===== config.mk =====
export PLATFORM = sky130hd
export DESIGN_NAME = gpb_top
export DESIGN_NICKNAME = d
export VERILOG_FILES = /design/src/rtl/gpb_pkg.sv /design/src/rtl/gpb_pin_if.sv /design/src/rtl/gpb_pin_sync.sv /design/src/rtl/gpb_top.sv
export SDC_FILE = /design/constraint.sdc
export NUM_CORES = 1
export LEC_CHECK = 0
export BUFFER_PORTS_ARGS = -buffer_cell sky130_fd_sc_hd__buf_2
export CORE_ASPECT_RATIO = 1.75
export CORE_MARGIN = 2
export CORE_UTILIZATION = 25
export DETAILED_ROUTE_END_ITERATION = 10
export PLACE_DENSITY_LB_ADDON = 0.1
export SKIP_LAST_GASP = 1
export SLEW_MARGIN = 15
export SYNTH_ARGS = -nofsm -noshare
export SYNTH_HDL_FRONTEND = slang
export SYNTH_HIERARCHICAL = 1
export SYNTH_SLANG_ARGS = --single-unit

===== constraint.sdc =====
create_clock -name clk_sys -period 3.25 [get_ports clk_sys]
set_input_delay 0.4875 -clock clk_sys [delete_from_list [all_inputs] [get_ports clk_sys]]
set_output_delay 0.4875 -clock clk_sys [all_outputs]
set_load 0.01 [all_outputs]

===== src/rtl/gpb_pkg.sv =====
// Shared constants and types for the GPIO pin control bank
package gpb_pkg;
  localparam int          NPIN       = 24;
  // Byte address of the high byte of each group; middle and low follow
  localparam logic [7:0]  OFS_SET    = 8'h83;
  localparam logic [7:0]  OFS_CLR    = 8'h86;
  localparam logic [7:0]  OFS_DIR    = 8'h89;
  localparam logic [7:0]  OFS_EDGE   = 8'h8C;
  localparam logic [7:0]  OFS_RISE   = 8'h8F;
  localparam logic [7:0]  OFS_FALL   = 8'h92;
  localparam logic [7:0]  OFS_PU     = 8'h95;
  localparam logic [7:0]  OFS_PD     = 8'h98;
  localparam logic [7:0]  OFS_AFU    = 8'h9B;
  localparam logic [7:0]  OFS_AFL    = 8'h9E;
  localparam logic [7:0]  OFS_MON    = 8'hA2;
  // Byte lane masks for high, middle and low byte of a group
  localparam logic [23:0] LANE_HIGH  = 24'hFF0000;
  localparam logic [23:0] LANE_MID   = 24'h00FF00;
  localparam logic [23:0] LANE_LOW   = 24'h0000FF;
  localparam logic [23:0] RST_ZERO   = 24'h000000;
  localparam logic [1:0]  FN_PRIMARY = 2'h0;
  localparam logic [3:0]  BITS_BYTE  = 4'h8;
  // Slave address on the serial bus; value is arbitrary
  localparam logic [6:0]  DEV_ADDR   = 7'h2A;

  typedef enum logic [3:0] {
    ST_IDLE, ST_ADDR, ST_AACK, ST_REG, ST_RACK, ST_WDAT, ST_WACK, ST_RDAT, ST_MACK
  } gpb_i2c_e;
endpackage : gpb_pkg


===== src/rtl/gpb_pin_if.sv =====
// Synchronised pin levels and edge pulses between sampler and core
`timescale 1ns/1ps
interface gpb_pin_if;
  logic [23:0] lvl;
  logic [23:0] rise;
  logic [23:0] fall;
  modport sync (output lvl, output rise, output fall);
  modport core (input lvl, input rise, input fall);
endinterface : gpb_pin_if


===== src/rtl/gpb_pin_sync.sv =====
// Three-stage pin sampler with agreed-level edge detection
`timescale 1ns/1ps
module gpb_pin_sync
  import gpb_pkg::*;
(
  input  wire logic        clk_sys,
  input  wire logic        rst_b,
  input  wire logic [23:0] gpio_i,
  gpb_pin_if.sync          pin
);
  logic [23:0] s1_q;
  logic [23:0] s2_q;
  logic [23:0] s3_q;
  logic [23:0] lvl_q;
  logic [23:0] rise_q;
  logic [23:0] fall_q;

  always_ff @(posedge clk_sys) begin
    if (!rst_b) begin
      s1_q <= RST_ZERO;
      s2_q <= RST_ZERO;
      s3_q <= RST_ZERO;
    end else begin
      s1_q <= gpio_i;
      s2_q <= s1_q;
      s3_q <= s2_q;
    end
  end

  genvar i;
  generate
    for (i = 0; i < NPIN; i++) begin : g_pin
      logic lvl_d;
      assign lvl_d = (s2_q[i] == s3_q[i]) ? s3_q[i] : lvl_q[i];
      always_ff @(posedge clk_sys) begin
        if (!rst_b) begin
          lvl_q[i]  <= 1'b0;
          rise_q[i] <= 1'b0;
          fall_q[i] <= 1'b0;
        end else begin
          lvl_q[i]  <= lvl_d;
          rise_q[i] <= lvl_d & ~lvl_q[i];
          fall_q[i] <= ~lvl_d & lvl_q[i];
        end
      end
    end
  endgenerate

  assign pin.lvl  = lvl_q;
  assign pin.rise = rise_q;
  assign pin.fall = fall_q;

  a_sync_agree: assert property (@(posedge clk_sys) disable iff (!rst_b)
    (s2_q[0] == s3_q[0]) && (s3_q[0] != lvl_q[0]) |=> lvl_q[0] == $past(s3_q[0]) && (rise_q[0] | fall_q[0]))
    else $error("pin level did not follow agreed samples");
endmodule : gpb_pin_sync


===== src/rtl/gpb_top.sv =====
// GPIO pin control bank with its serial register port
`timescale 1ns/1ps
module gpb_top
  import gpb_pkg::*;
(
  input  wire logic             clk_sys,
  input  wire logic             rst_b,
  input  wire logic             scl_i,
  input  wire logic             sda_i,
  output logic                  sda_o,
  output logic                  sda_oe,
  input  wire logic [23:0]      gpio_i,
  output logic      [23:0]      gpio_o,
  output logic      [23:0]      gpio_oe,
  output logic      [23:0]      pullup_en,
  output logic      [23:0]      pulldown_en,
  output logic      [47:0]      func_sel,
  output logic      [23:0]      edge_status,
  input  wire logic [2:0][23:0] alt_o,
  input  wire logic [2:0][23:0] alt_oe
);
  gpb_pin_if pin_if ();
  gpb_pin_sync u_sync (
    .clk_sys (clk_sys),
    .rst_b   (rst_b),
    .gpio_i  (gpio_i),
    .pin     (pin_if)
  );
  // Byte lane of a group that an address hits
  function automatic logic [23:0] lane(input logic [7:0] a, input logic [7:0] base);
    logic [23:0] m;
    m = RST_ZERO;
    if (a == base) begin
      m = LANE_HIGH;
    end else if (a == base + 8'h01) begin
      m = LANE_MID;
    end else if (a == base + 8'h02) begin
      m = LANE_LOW;
    end
    return m;
  endfunction : lane
  function automatic logic [7:0] pick(input logic [23:0] v, input logic [7:0] a, input logic [7:0] base);
    logic [23:0] t;
    t = v & lane(a, base);
    return t[23:16] | t[15:8] | t[7:0];
  endfunction : pick
  // Serial bus sampling
  logic [2:0] scl_sh_q;
  logic [2:0] sda_sh_q;
  logic       scl_q;
  logic       sda_q;
  logic       scl_p_q;
  logic       sda_p_q;

  always_ff @(posedge clk_sys) begin
    if (!rst_b) begin
      scl_sh_q <= 3'h7;
      sda_sh_q <= 3'h7;
      scl_q    <= 1'b1;
      sda_q    <= 1'b1;
      scl_p_q  <= 1'b1;
      sda_p_q  <= 1'b1;
    end else begin
      scl_sh_q <= {scl_sh_q[1:0], scl_i};
      sda_sh_q <= {sda_sh_q[1:0], sda_i};
      if (scl_sh_q[1] == scl_sh_q[2]) begin
        scl_q <= scl_sh_q[2];
      end
      if (sda_sh_q[1] == sda_sh_q[2]) begin
        sda_q <= sda_sh_q[2];
      end
      scl_p_q <= scl_q;
      sda_p_q <= sda_q;
    end
  end
  logic scl_rise;
  logic scl_fall;
  logic bus_start;
  logic bus_stop;
  assign scl_rise  = scl_q & ~scl_p_q;
  assign scl_fall  = ~scl_q & scl_p_q;
  assign bus_start = scl_q & scl_p_q & sda_p_q & ~sda_q;
  assign bus_stop  = scl_q & scl_p_q & ~sda_p_q & sda_q;
  // Register state
  logic [23:0] lvl_q;
  logic [23:0] dir_q;
  logic [23:0] edge_q;
  logic [23:0] rise_q;
  logic [23:0] fall_q;
  logic [23:0] pu_q;
  logic [23:0] pd_q;
  logic [23:0] afu_q;
  logic [23:0] afl_q;
  logic        wr_q;
  logic [7:0]  wa_q;
  logic [7:0]  wd_q;
  logic [7:0]  ptr_q;
  logic [7:0]  rd_byte;
  gpb_i2c_e    st_q;
  logic [3:0]  bit_q;
  logic [7:0]  sh_q;
  logic        rw_q;
  logic        sda_oe_q;
  // Monitor bytes have no write path; set and clear read as zero
  assign rd_byte = pick(pin_if.lvl, ptr_q, OFS_MON) | pick(dir_q, ptr_q, OFS_DIR)
                 | pick(edge_q, ptr_q, OFS_EDGE) | pick(rise_q, ptr_q, OFS_RISE)
                 | pick(fall_q, ptr_q, OFS_FALL) | pick(pu_q, ptr_q, OFS_PU)
                 | pick(pd_q, ptr_q, OFS_PD) | pick(afu_q, ptr_q, OFS_AFU)
                 | pick(afl_q, ptr_q, OFS_AFL);
  // Byte-level slave: address, register pointer, then auto-incrementing data
  always_ff @(posedge clk_sys) begin
    if (!rst_b) begin
      st_q     <= ST_IDLE;
      bit_q    <= 4'h0;
      sh_q     <= 8'h00;
      rw_q     <= 1'b0;
      ptr_q    <= 8'h00;
      sda_oe_q <= 1'b0;
      wr_q     <= 1'b0;
      wa_q     <= 8'h00;
      wd_q     <= 8'h00;
    end else begin
      wr_q <= 1'b0;
      if (bus_stop) begin
        st_q     <= ST_IDLE;
        sda_oe_q <= 1'b0;
      end else if (bus_start) begin
        st_q     <= ST_ADDR;
        bit_q    <= 4'h0;
        sda_oe_q <= 1'b0;
      end else if (scl_rise) begin
        unique case (st_q)
          ST_ADDR, ST_REG, ST_WDAT: begin
            sh_q  <= {sh_q[6:0], sda_q};
            bit_q <= bit_q + 4'h1;
          end
          ST_MACK: begin
            if (sda_q) begin
              st_q <= ST_IDLE;
            end else begin
              ptr_q <= ptr_q + 8'h01;
            end
          end
          ST_IDLE, ST_AACK, ST_RACK, ST_WACK, ST_RDAT: begin
          end
        endcase
      end else if (scl_fall) begin
        unique case (st_q)
          ST_ADDR: begin
            if (bit_q == BITS_BYTE) begin
              if (sh_q[7:1] == DEV_ADDR) begin
                sda_oe_q <= 1'b1;
                rw_q     <= sh_q[0];
                st_q     <= ST_AACK;
              end else begin
                st_q <= ST_IDLE;
              end
            end
          end
          ST_AACK: begin
            if (rw_q) begin
              sh_q     <= rd_byte;
              sda_oe_q <= ~rd_byte[7];
              bit_q    <= 4'h1;
              st_q     <= ST_RDAT;
            end else begin
              sda_oe_q <= 1'b0;
              bit_q    <= 4'h0;
              st_q     <= ST_REG;
            end
          end
          ST_REG: begin
            if (bit_q == BITS_BYTE) begin
              ptr_q    <= sh_q;
              sda_oe_q <= 1'b1;
              st_q     <= ST_RACK;
            end
          end
          ST_RACK, ST_WACK: begin
            sda_oe_q <= 1'b0;
            bit_q    <= 4'h0;
            st_q     <= ST_WDAT;
          end
          ST_WDAT: begin
            if (bit_q == BITS_BYTE) begin
              wr_q     <= 1'b1;
              wa_q     <= ptr_q;
              wd_q     <= sh_q;
              ptr_q    <= ptr_q + 8'h01;
              sda_oe_q <= 1'b1;
              st_q     <= ST_WACK;
            end
          end
          ST_RDAT: begin
            if (bit_q == BITS_BYTE) begin
              sda_oe_q <= 1'b0;
              st_q     <= ST_MACK;
            end else begin
              sda_oe_q <= ~sh_q[6];
              sh_q     <= {sh_q[6:0], 1'b0};
              bit_q    <= bit_q + 4'h1;
            end
          end
          ST_MACK: begin
            sh_q     <= rd_byte;
            sda_oe_q <= ~rd_byte[7];
            bit_q    <= 4'h1;
            st_q     <= ST_RDAT;
          end
          ST_IDLE: begin
          end
        endcase
      end
    end
  end
  assign sda_o  = 1'b0;
  assign sda_oe = sda_oe_q;

  // Write masks per group
  logic [23:0] wd3;
  logic [23:0] m_set;
  logic [23:0] m_clr;
  logic [23:0] m_edge;
  logic [23:0] ev;
  assign wd3    = {3{wd_q}};
  assign m_set  = wr_q ? lane(wa_q, OFS_SET) : RST_ZERO;
  assign m_clr  = wr_q ? lane(wa_q, OFS_CLR) : RST_ZERO;
  assign m_edge = wr_q ? lane(wa_q, OFS_EDGE) : RST_ZERO;
  assign ev     = (pin_if.rise & rise_q) | (pin_if.fall & fall_q);

  // Output level, held whatever the direction
  always_ff @(posedge clk_sys) begin
    if (!rst_b) begin
      lvl_q <= RST_ZERO;
    end else begin
      lvl_q <= (lvl_q | (m_set & wd3)) & ~(m_clr & wd3);
    end
  end

  // Edge status: a new event wins over a clear in the same cycle
  always_ff @(posedge clk_sys) begin
    if (!rst_b) begin
      edge_q <= RST_ZERO;
    end else begin
      edge_q <= (edge_q & ~(m_edge & wd3)) | ev;
    end
  end

  // Plain read/write configuration groups
  function automatic logic [23:0] upd(input logic [23:0] v, input logic [7:0] base);
    logic [23:0] m;
    m = wr_q ? lane(wa_q, base) : RST_ZERO;
    return (v & ~m) | (wd3 & m);
  endfunction : upd

  always_ff @(posedge clk_sys) begin
    if (!rst_b) begin
      dir_q  <= RST_ZERO;
      rise_q <= RST_ZERO;
      fall_q <= RST_ZERO;
      pu_q   <= RST_ZERO;
      pd_q   <= RST_ZERO;
      afu_q  <= RST_ZERO;
      afl_q  <= RST_ZERO;
    end else begin
      dir_q  <= upd(dir_q, OFS_DIR);
      rise_q <= upd(rise_q, OFS_RISE);
      fall_q <= upd(fall_q, OFS_FALL);
      pu_q   <= upd(pu_q, OFS_PU);
      pd_q   <= upd(pd_q, OFS_PD);
      afu_q  <= upd(afu_q, OFS_AFU);
      afl_q  <= upd(afl_q, OFS_AFL);
    end
  end

  // Pin p field sits at bits 2p+1:2p of the joined selector word
  assign func_sel    = {afu_q, afl_q};
  assign pullup_en   = pu_q;
  assign pulldown_en = pd_q;
  assign edge_status = edge_q;

  genvar i;
  generate
    for (i = 0; i < NPIN; i++) begin : g_route
      logic [1:0] fn;
      logic [1:0] alt;
      assign fn  = func_sel[2*i+:2];
      assign alt = fn - 2'h1;
      always_ff @(posedge clk_sys) begin
        if (!rst_b) begin
          gpio_o[i]  <= 1'b0;
          gpio_oe[i] <= 1'b0;
        end else if (fn == FN_PRIMARY) begin
          gpio_o[i]  <= lvl_q[i];
          gpio_oe[i] <= dir_q[i];
        end else begin
          gpio_o[i]  <= alt_o[alt][i];
          gpio_oe[i] <= alt_oe[alt][i];
        end
      end
    end
  endgenerate

  a_set_level: assert property (@(posedge clk_sys) disable iff (!rst_b)
    wr_q && wa_q == OFS_SET + 8'h02 |=> (lvl_q[7:0] & $past(wd_q)) == $past(wd_q))
    else $error("set byte did not raise level");
  a_set_keeps: assert property (@(posedge clk_sys) disable iff (!rst_b)
    wr_q && wa_q == OFS_SET + 8'h02 |=> (lvl_q[7:0] & ~$past(wd_q)) == ($past(lvl_q[7:0]) & ~$past(wd_q)))
    else $error("set byte disturbed zero bits");
  a_clr_level: assert property (@(posedge clk_sys) disable iff (!rst_b)
    wr_q && wa_q == OFS_CLR |=> (lvl_q[23:16] & $past(wd_q)) == 8'h00)
    else $error("clear byte did not lower level");
  a_mon_read: assert property (@(posedge clk_sys) disable iff (!rst_b)
    ptr_q == OFS_MON + 8'h01 |-> rd_byte == pin_if.lvl[15:8])
    else $error("monitor byte does not show pins");
  a_edge_rise: assert property (@(posedge clk_sys) disable iff (!rst_b)
    pin_if.rise[5] && rise_q[5] |=> edge_q[5])
    else $error("enabled rising edge not recorded");
  a_edge_fall: assert property (@(posedge clk_sys) disable iff (!rst_b)
    pin_if.fall[20] && fall_q[20] |=> edge_q[20])
    else $error("enabled falling edge not recorded");
  a_edge_clear: assert property (@(posedge clk_sys) disable iff (!rst_b)
    wr_q && wa_q == OFS_EDGE + 8'h02 && wd_q[0] && !ev[0] |=> !edge_q[0])
    else $error("edge status not cleared by one");
  a_edge_quiet: assert property (@(posedge clk_sys) disable iff (!rst_b)
    !edge_q[3] && !ev[3] |=> !edge_q[3])
    else $error("edge status set without event");
  a_dir_drive: assert property (@(posedge clk_sys) disable iff (!rst_b)
    func_sel[1:0] == FN_PRIMARY |=> gpio_oe[0] == $past(dir_q[0]) && gpio_o[0] == $past(lvl_q[0]))
    else $error("primary pin not driven from registers");
  a_pull_write: assert property (@(posedge clk_sys) disable iff (!rst_b)
    wr_q && (wa_q == OFS_PU || wa_q == OFS_PD)
    |=> $past(wd_q) == (($past(wa_q) == OFS_PU) ? pullup_en[23:16] : pulldown_en[23:16]))
    else $error("pull control did not take written byte");
  a_func_upper: assert property (@(posedge clk_sys) disable iff (!rst_b)
    wr_q && wa_q == OFS_AFU + 8'h02 |=> func_sel[31:24] == $past(wd_q))
    else $error("upper selector low byte misplaced");
  a_func_lower: assert property (@(posedge clk_sys) disable iff (!rst_b)
    wr_q && wa_q == OFS_AFL |=> func_sel[23:16] == $past(wd_q))
    else $error("lower selector high byte misplaced");
  a_alt_route: assert property (@(posedge clk_sys) disable iff (!rst_b)
    func_sel[5:4] == 2'h2 |=> gpio_o[2] == $past(alt_o[1][2]))
    else $error("alternate two not routed");

  c_reg_write: cover property (@(posedge clk_sys) disable iff (!rst_b) wr_q);
  c_reg_read:  cover property (@(posedge clk_sys) disable iff (!rst_b) st_q == ST_MACK && scl_rise && !sda_q);
  c_edge_set:  cover property (@(posedge clk_sys) disable iff (!rst_b) |ev);
  c_alt_sel:   cover property (@(posedge clk_sys) disable iff (!rst_b) func_sel[47:46] == 2'h3);
endmodule : gpb_top


After elaboration in Yosys (flattened, before gate mapping)
Index checks and enable logic that the tools add are counted.

storage, ports and cells
  latch bits = 0
  logic and storage cells = 829
  memory bits (writable) = 0
  input port bits = 172
  bits in registers = 461
  memories = 0
  bits in read-only memories = 0

cells by class
  equal/unequal tests = 114
  div/mod/pow operators = 0
  multiply operators = 0
  add/subtract/negate cells = 26
  bitwise operators = 190
  $lt $le $gt $ge = 24
  reduce and logical (&&, ||, !) cells = 46
  shifts and indexed selects = 0
  muxes and demuxes = 281

operators with widths
  kind                                                                           number
  24-bit binary-select mux with 2-bit select                                     48
  24-bit two-way mux                                                             38
  24-bit bitwise AND                                                             30
  8-bit == test (second input constant)                                          57
  16-bit two-way mux                                                             21
  8-bit two-way mux                                                              32
  24-bit bitwise OR                                                              10
  24-bit inverter                                                                9
  8-bit bitwise OR                                                               26
  1-bit two-way mux                                                              82
  2-bit by 3-bit less-than comparator with 1-bit output (second input constant)  24
  4-bit two-way mux                                                              15
  1-bit inverter                                                                 60
  1-bit bitwise AND                                                              55
  2-bit logical NOT                                                              24
  2-bit by 1-bit subtractor with 2-bit output (second input constant)            24
  23-bit two-way mux                                                             2
  22-bit two-way mux                                                             2
  21-bit two-way mux                                                             2
  20-bit two-way mux                                                             2
  19-bit two-way mux                                                             2
  18-bit two-way mux                                                             2
  17-bit two-way mux                                                             2
  15-bit two-way mux                                                             2
  43 further kinds                                                               110

Longest topological paths before layout
Gate-level depths: netlist of run 1.

  word-level depth = 19
  gate-level depth with buffers = 10
  gate-level depth less buffers = 8

By module
The synthesis of run 1 kept the hierarchy.

modules (own cells, without submodules)
  module        instances  cells each  area an instance (um^2)  seq. area each (um^2)
  gpb_top       1          1854        15957.8                  6346.1
  gpb_pin_sync  1          373         4406.7                   2882.8

Worst setup path after synthesis of run 1
No wires, ideal clock.

  path type = reg2reg
  from = register bit_q[0]
  to = register sh_q[4]
  setup slack = 964 ps
  arrival time = 2195 ps
  library setup time = 91 ps
  path buffers = 2
  cell stages (with the launch flop) = 10
  path through = dfxtp_1 inv_1 ha_1 and3b_1 buf_6 a211oi_2 and3_1 clkbuf_1 mux2_2 a311oi_1

on the way
  word-level cells in the longest chain between the ends = 3

ends and longest elaborated chain
  element                               RTL line        source
  start: declaration                    gpb_top.sv:100  logic [3:0] bit_q;
  start signal: assignment              gpb_top.sv:135  bit_q <= bit_q + 4'h1;
  start signal: assignment              gpb_top.sv:201  bit_q <= bit_q + 4'h1;
  4-bit == test                         gpb_top.sv:195  if (bit_q == BITS_BYTE) begin
  3-bit != test (no source line)        n/a
  7-bit AND reduction (no source line)  n/a
  end signal: assignment                gpb_top.sv:162  sh_q <= rd_byte;
  end signal: assignment                gpb_top.sv:200  sh_q <= {sh_q[6:0], 1'b0};
  end signal: assignment                gpb_top.sv:205  sh_q <= rd_byte;
  end: declaration                      gpb_top.sv:101  logic [7:0] sh_q;

No other way between the ends.
A chain may end at the register's enable or synchronous reset.

Final worst setup path of run 1
  from = register ptr_q[0]
  to = register sh_q[6]

on the way
  word-level cells in the longest chain between the ends = 18
  elaborated cells on any way between the ends = 93
  classes of those cells = 27 x eq/ne; 31 x mux; 35 x bitwise

ends and longest elaborated chain
  element                                                   RTL line                      source
  start: declaration                                        gpb_top.sv:97                 logic [7:0] ptr_q;
  start signal: assignment                                  gpb_top.sv:141                ptr_q <= ptr_q + 8'h01;
  start signal: assignment                                  gpb_top.sv:174                ptr_q <= sh_q;
  start signal: assignment                                  gpb_top.sv:189                ptr_q <= ptr_q + 8'h01;
  8-bit == test (on tied branches)                          gpb_top.sv:35, gpb_top.sv:37
  16-bit two-way mux or 8-bit two-way mux (tied branches)   gpb_top.sv:35, gpb_top.sv:37
  24-bit two-way mux or 16-bit two-way mux (tied branches)  gpb_top.sv:33, gpb_top.sv:35
  24-bit bitwise AND or 24-bit two-way mux (tied branches)  gpb_top.sv:44, gpb_top.sv:33
  8-bit bitwise OR or 24-bit bitwise AND (tied branches)    gpb_top.sv:45, gpb_top.sv:44
  8-bit bitwise OR                                          gpb_top.sv:45                 return t[23:16] | t[15:8] | t[7:0];
  8-bit bitwise OR                                          gpb_top.sv:105                assign rd_byte = pick(pin_if.lvl, ptr_q, OFS_MON) | pick(dir_q, ptr_q, OFS_DIR)
  8-bit bitwise OR (2 in series)                            gpb_top.sv:106                | pick(edge_q, ptr_q, OFS_EDGE) | pick(rise_q, ptr_q, OFS_RISE)
  8-bit bitwise OR (2 in series)                            gpb_top.sv:107                | pick(fall_q, ptr_q, OFS_FALL) | pick(pu_q, ptr_q, OFS_PU)
  8-bit bitwise OR (2 in series)                            gpb_top.sv:108                | pick(pd_q, ptr_q, OFS_PD) | pick(afu_q, ptr_q, OFS_AFU)
  8-bit bitwise OR (*)                                      gpb_top.sv:109                | pick(afl_q, ptr_q, OFS_AFL);
  8-bit two-way mux                                         gpb_top.sv:161                if (rw_q) begin
  8-bit case mux with 3 select lines (*)                    gpb_top.sv:148                unique case (st_q)
  8-bit two-way mux (*)                                     gpb_top.sv:147                end else if (scl_fall) begin
  8-bit two-way mux (*)                                     gpb_top.sv:131                end else if (scl_rise) begin
  end signal: assignment                                    gpb_top.sv:134                sh_q <= {sh_q[6:0], sda_q};
  end signal: assignment                                    gpb_top.sv:162
  end signal: assignment                                    gpb_top.sv:200

Every way passes the cells marked *; elsewhere a longest branch is shown, timed or not. The select of a mux whose other input is x is not followed.

==> results of run 1 <==
[layout by cell type, fill, tap and decap left out, drive strengths merged, types with 16 or more instances in the layout]
cell type and n:
mux2i 202, ha 34, a21boi 28, dfxtp 461, a211oi 32, clkbuf 70, o311a 47, and3 52
a21oi 105, nor3 36, and3b 26, inv 64, nand2b 69, nor2 277, nor2b 16, nand2 186
and2 77, a222oi 30, buf 461, o21ai 66, nand3 61, a22oi 29
[report_power, final]
| part | switching, mW | leakage [nW] | internal [mW] |
|---|---|---|---|
| Combinational | 0.148 | 5.59 | 0.122 |
| Sequential | 0.0254 | 3.73 | 5.69 |
| Clock | 2.46 | 0.741 | 3.06 |
[routing by layer]
| metal | global-route usage (%) | up-vias | part of all wire, % |
|---|---|---|---|
| met2 | 42.92 | 562 | 53 |
| met3 | 2.413 | 170 | 3.5 |
| met4 | 12.25 | 0 | 6.1 |
| met1 | 24.12 | 8978 | 38 |
| li1 | - | 8726 | - |
| met5 | 0 | - | 0 |
[synthesized netlist by cell type (all sizes together), types with 16 or more instances]
| master | number | share of area [%] |
|---|---|---|
| a211oi | 32 | 1.2 |
| a21boi | 28 | 1.2 |
| a21oi | 105 | 2.6 |
| a222oi | 30 | 1.5 |
| a22oi | 29 | 1.1 |
| and2 | 77 | 2.4 |
| and3 | 52 | 1.6 |
| and3b | 26 | 1.1 |
| buf | 30 | 0.90 |
| clkbuf | 111 | 2.1 |
| dfxtp | 461 | 45 |
| ha | 34 | 2.1 |
| inv | 62 | 1.1 |
| mux2i | 202 | 9.9 |
| nand2 | 186 | 3.4 |
| nand2b | 69 | 2.1 |
| nand3 | 61 | 1.5 |
| nor2 | 277 | 5.3 |
| nor2b | 16 | 0.49 |
| nor3 | 36 | 1.5 |
| o21ai | 66 | 1.6 |
| o311a | 47 | 2.3 |
[cell families (layout without fill, tap and decap cells)]
logic type | count (synthesis) | after routing | synth area share, %
buffers and inverters | 203 | 610 | 4.098
xor gates and xnor gates | 3 | 3 | 0.1290
and+or+nand+nor | 876 | 876 | 22.41
DFF | 461 | 461 | 45.32
other | 1 | 2 | 0.01841
AOI/OAI and AO/OA | 445 | 445 | 15.89
muxes | 204 | 204 | 10.04
adders and majority gates | 34 | 34 | 2.089
[through the flow]
step	power [mW]	std cells	TNS (ns)
finish	11.51	3685	0
floorplan	5.966	2227	0
global placement	6.114	3597	-0.3041
detailed placement	6.119	3597	-0.2854
global route	11.94	3684	0
CTS	11.73	3684	0
[path summary, 6_finish.rpt]
check / slack (ns) / start / cells past startpoint / to
setup / recovery: 0.15 / ptr_q[0] / 9 / sh_q[6]
hold / removal: 0.06 / sda_i / 2 / sda_sh_q[0]
setup reg to reg: 0.15 / ptr_q[0] / 9 / sh_q[6]
hold reg to reg: 0.43 / u_sync/s1_q[16] / 1 / u_sync/s2_q[16]
[cell type report]
type | count | share of cell area, %
antenna | 1 | 0.009886
clock buffer | 70 | 5.348
clock inverter | 17 | 0.6624
inverter | 62 | 0.9490
multi-input combinational | 1563 | 40.75
sequential | 461 | 36.46
tap | 1050 | 5.190
timing repair buffer | 461 | 10.63
[repair_timing]
| action | CTS | global route |
|---|---|---|
| gates resized for setup | 2 | 1 |
| hold buffers | 0 | 0 |
| pin swaps | 0 | 0 |
| endpoints found under the setup margin | 1 | 2 |
[critical path, stage by stage (launching register included)]
cell       delay [ns]
dfxtp_1          0.36
inv_1            0.13
ha_2             0.46
nor3b_2          0.23
a222oi_1         0.60
a2bb2oi_1        0.24
nand2_1          0.10
a2111oi_2        0.58
buf_4            0.20
a311oi_1         0.07
==> impl_metrics.json, run 1 <==
{
  "fin_worst_skew_ns": 0.01577,
  "async_flop_share_pct": 0,
  "drive_gt1_share_pct": 22.97,
  "crit_fanout": 12,
  "firstDrtPassIters": 6,
  "synthDistinctLibCells": 84,
  "final_net_count": 2803,
  "cts-root-buf": "clkbuf_16",
  "grt_max_degree": 99,
  "grt_pass1_wl_mm": 136.4,
  "coreArea_um2": 80810,
  "ys_seq_area_share_pct": 45.32,
  "synth_edf_count": 0,
  "routabilityCongestion": 0.9318,
  "overflow": 0,
  "status": "finished, final reports clean",
  "cp-start-kind": "register",
  "h-tree-depth": 2,
  "grt_use_total_pct": 22.69,
  "maxSlewHeadroom_pct": 34.49,
  "cts_tree": "built",
  "cts_buffers": 48,
  "synth-warning-count": 6,
  "synth-seq-cells": 461,
  "rsz0062_at_grt": "false",
  "start_util_pct": 25.20,
  "worst_slew_pin_slew_ns": 0.9826,
  "routed_wl_mm": 97.30,
  "io_buffers": 340,
  "crit_path_end_kind": "register",
  "pin_count": 342,
  "wire_per_inst_um": 26.40,
  "drv_cap": 0,
  "hold_ws_ns": 0.06164,
  "ir_drop_mv": 0.3970,
  "path_class": "reg2reg",
  "area_growth_pct": 24.30,
  "post-route-period-util_pct": 95.28,
  "worst_slack_ns": 0.1535,
  "hold_path_class": "in2reg",
  "num_vias": 18440,
  "p_leak_nw": 10.06,
  "synth_cells": 2227,
  "grt_pass1_vias": 18410,
  "syn_avg_cell_area_um2": 9.144,
  "ys.flop_type": "dfxtp_1",
  "seqCellArea_um2": 9229,
  "antenna_found_initial": 3,
  "clk_latency_ns": 0.61,
  "cp.arrival_ns": 3.58,
  "multi_input_area_um2": 10310,
  "cts_setup_buffers": 0,
  "die_area_um2": 83850,
  "synth_fp_nets": 2433,
  "setup_viol_count_final": 0,
  "dp_hpwl_mm": 76.19,
  "max_freq_ghz": 0.3229,
  "dp_slack_ns": -0.2854,
  "finalHoldViolations": 0,
  "placed_cell_area_um2": 23780,
  "die_h_um": 381.6,
  "drtIter0Drc": 1037,
  "slew_viol_final": 0,
  "rows": 138,
  "nFillCells": 8597,
  "final_area_um2": 25310,
  "period_needed_ns": 3.097,
  "path_clk_slew_ns": 0.07,
  "clockBufferDepth": 3,
  "p_per_area_nw_per_um2": 454.8,
  "fin_util_pct": 31.33,
  "numClockSinks": 461,
  "cp_data_required_time_ns": 3.74,
  "post_drt_via_cell_ratio": 5.003,
  "netlist_area_um2": 20360,
  "dieWidth_um": 219.8,
  "drc": 0,
  "ant_nets": 0
}
Note: power is estimated with default switching activity, not from simulation.
==> run 2, diff against run 1 <==
CORE_UTILIZATION = 45   (was 25)
==> run 2 against run 1 <==
Worst hold slack better by 0.049 ns; clock skew increased by 0.018 ns; total power down 4.5%; final cell count is 14% lower; fmax rose by 5.7%; flip-flop and latch count is the same; clock power shrank 9.4%; register-to-register slack better by 0.17 ns; critical path type unchanged; largest cell class unchanged.
==> impl_metrics.json, run 2 (synthesized netlist as in run 1, its figures left out) <==
{
  "fin_tns_setup_ns": 0,
  "pin_count": 342,
  "cp-start-kind": "register",
  "cts_buffers": 43,
  "ir_drop_mv": 0.5348,
  "rows": 103,
  "final_cell_mix": "dfxtp_1, buf_2, nor2_1",
  "path_clk_slew_ns": 0.06,
  "final_net_count": 2764,
  "pwr-share-comb_pct": 2.4,
  "final_common_cell": "dfxtp_1",
  "antenna_found_initial": 3,
  "status": "finished, final reports clean",
  "p_clk_share_pct": 45.6,
  "grt_pass1_vias": 18110,
  "drv_cap": 0,
  "post_drt_via_cell_ratio": 5.904,
  "firstDrtPassIters": 8,
  "routabilityCongestion": 1.061,
  "clockBufferDepth": 3,
  "start_util_pct": 45.41,
  "p_sw_mw": 2.420,
  "r2r_cells": 10,
  "cts-root-buf": "clkbuf_16",
  "numClockSinks": 461,
  "critPathLaunch": "ptr_q[0]",
  "cp.arrival_ns": 3.36,
  "clk_latency_ns": 0.58,
  "ff2ff_setup_slack_ns": 0.32,
  "setup_viol_count_final": 0,
  "path_cells": "inv_1 > ha_1 > buf_12 > nand4b_1 > buf_4 > nor3_1 > a32oi_1 > o21a_1 > nand4_1 > o32ai_1",
  "cpPeakStageDelay_ns": 0.68,
  "grt_use_total_pct": 34.15,
  "crit_cells": 10,
  "finalHoldViolations": 0,
  "io_buffers": 340,
  "drive_gt1_share_pct": 21.77,
  "p_leak_nw": 9.816,
  "path_class": "reg2reg",
  "dp.cells": 3090,
  "rsz0062_at_grt": "false",
  "crit_buf_inv": 3,
  "ant_nets": 0,
  "p_int_mw": 8.570,
  "fin_worst_skew_ns": 0.03377,
  "drtIter0Drc": 1515,
  "dieWidth_um": 164.8,
  "power_mw": 10.99,
  "cts_resized": 0,
  "period_needed_ns": 2.931,
  "path_delay_family": "simple AND/OR/NAND/NOR gates",
  "p_per_area_nw_per_um2": 452.5,
  "coreArea_um2": 44850,
  "area_growth_pct": 19.26,
  "reg2reg_to": "sda_oe",
  "maxSlewHeadroom_pct": 31.73,
  "cp-endpoint": "sda_oe",
  "crit_fanout": 48,
  "max_freq_ghz": 0.3412,
  "h-tree-depth": 2,
  "slew_viol_final": 0,
  "dp_hpwl_mm": 63.17,
  "switching_share_pct": 22.02,
  "wire_per_inst_um": 25.86,
  "cts_tree": "built",
  "cts_setup_buffers": 0,
  "overflow": 0,
  "cp_data_required_time_ns": 3.68,
  "hold_path_class": "in2reg",
  "drc": 0,
  "crit_path_end_kind": "register",
  "die_h_um": 285.4,
  "grt_max_degree": 148,
  "cpMaxStageDelayCell": "nor3_1",
  "post-route-period-util_pct": 90.18,
  "die_area_um2": 47040,
  "fin_cells": 3170,
  "num_vias": 18720,
  "power_frac_seq_pct": 52.0,
  "r2r_start": "ptr_q[0]",
  "postCtsHoldBufs": 0,
  "worst_slew_pin_slew_ns": 1.022,
  "hold_ws_ns": 0.1104,
  "grt_pass1_wl_mm": 117.9,
  "routed_wl_mm": 81.98
}
==> run 2: worst min-delay path by stage <==
stage                     start               to  slack [ns]  cells past startpoint
global route         gpio_i[20]  u_sync/s1_q[20]        0.10                      2
global placement    scl_sh_q[0]      scl_sh_q[1]        0.39                      1
CTS                       sda_i      sda_sh_q[0]        0.09                      2
floorplan           scl_sh_q[0]      scl_sh_q[1]        0.39                      1
finish                    sda_i      sda_sh_q[0]        0.11                      2
detailed placement  sda_sh_q[0]      sda_sh_q[1]        0.39                      1
==> run 2: power by group through the flow <==
stage | clock (mW) | combinational, mW | sequential (mW)
floorplan | 0 | 0.131 | 5.84
global placement | 0 | 0.258 | 5.84
detailed placement | 0 | 0.264 | 5.84
CTS | 5.10 | 0.264 | 5.71
global route | 5.32 | 0.289 | 5.72
finish | 5.01 | 0.264 | 5.71
==> run 2: area by class of cell <==
| cell class | count | area [um^2] |
|---|---|---|
| diodes | 2 | 5.005 |
| clock buffers | 60 | 1200 |
| clock inverters | 18 | 177.7 |
| fillers | 4230 | 20560 |
| inverters | 62 | 237.7 |
| multi-input cells | 1563 | 10310 |
| flip-flops and latches | 461 | 9229 |
| well taps | 577 | 721.9 |
| repair buffers | 427 | 2407 |
==> run 2: stage by stage <==
step,util [%],instance area (um^2),setup slack (ns)
after floorplan,-,20360,0.9643
after global placement,51.05,22900,0.3390
after detailed placement,51.07,22900,0.4178
after CTS,54.14,24280,0.4047
after global routing,54.15,24290,0.2696
final,54.15,24290,0.3192
==> run 2: per-layer routing <==
metal | GRT usage [%] | up-vias | routed length (um)
li1 | - | 8644 | -
met1 | 36.32 | 9009 | 29060
met2 | 60.45 | 800 | 40920
met3 | 4.306 | 262 | 4479
met4 | 26.15 | 0 | 7519
met5 | 0 | - | 0
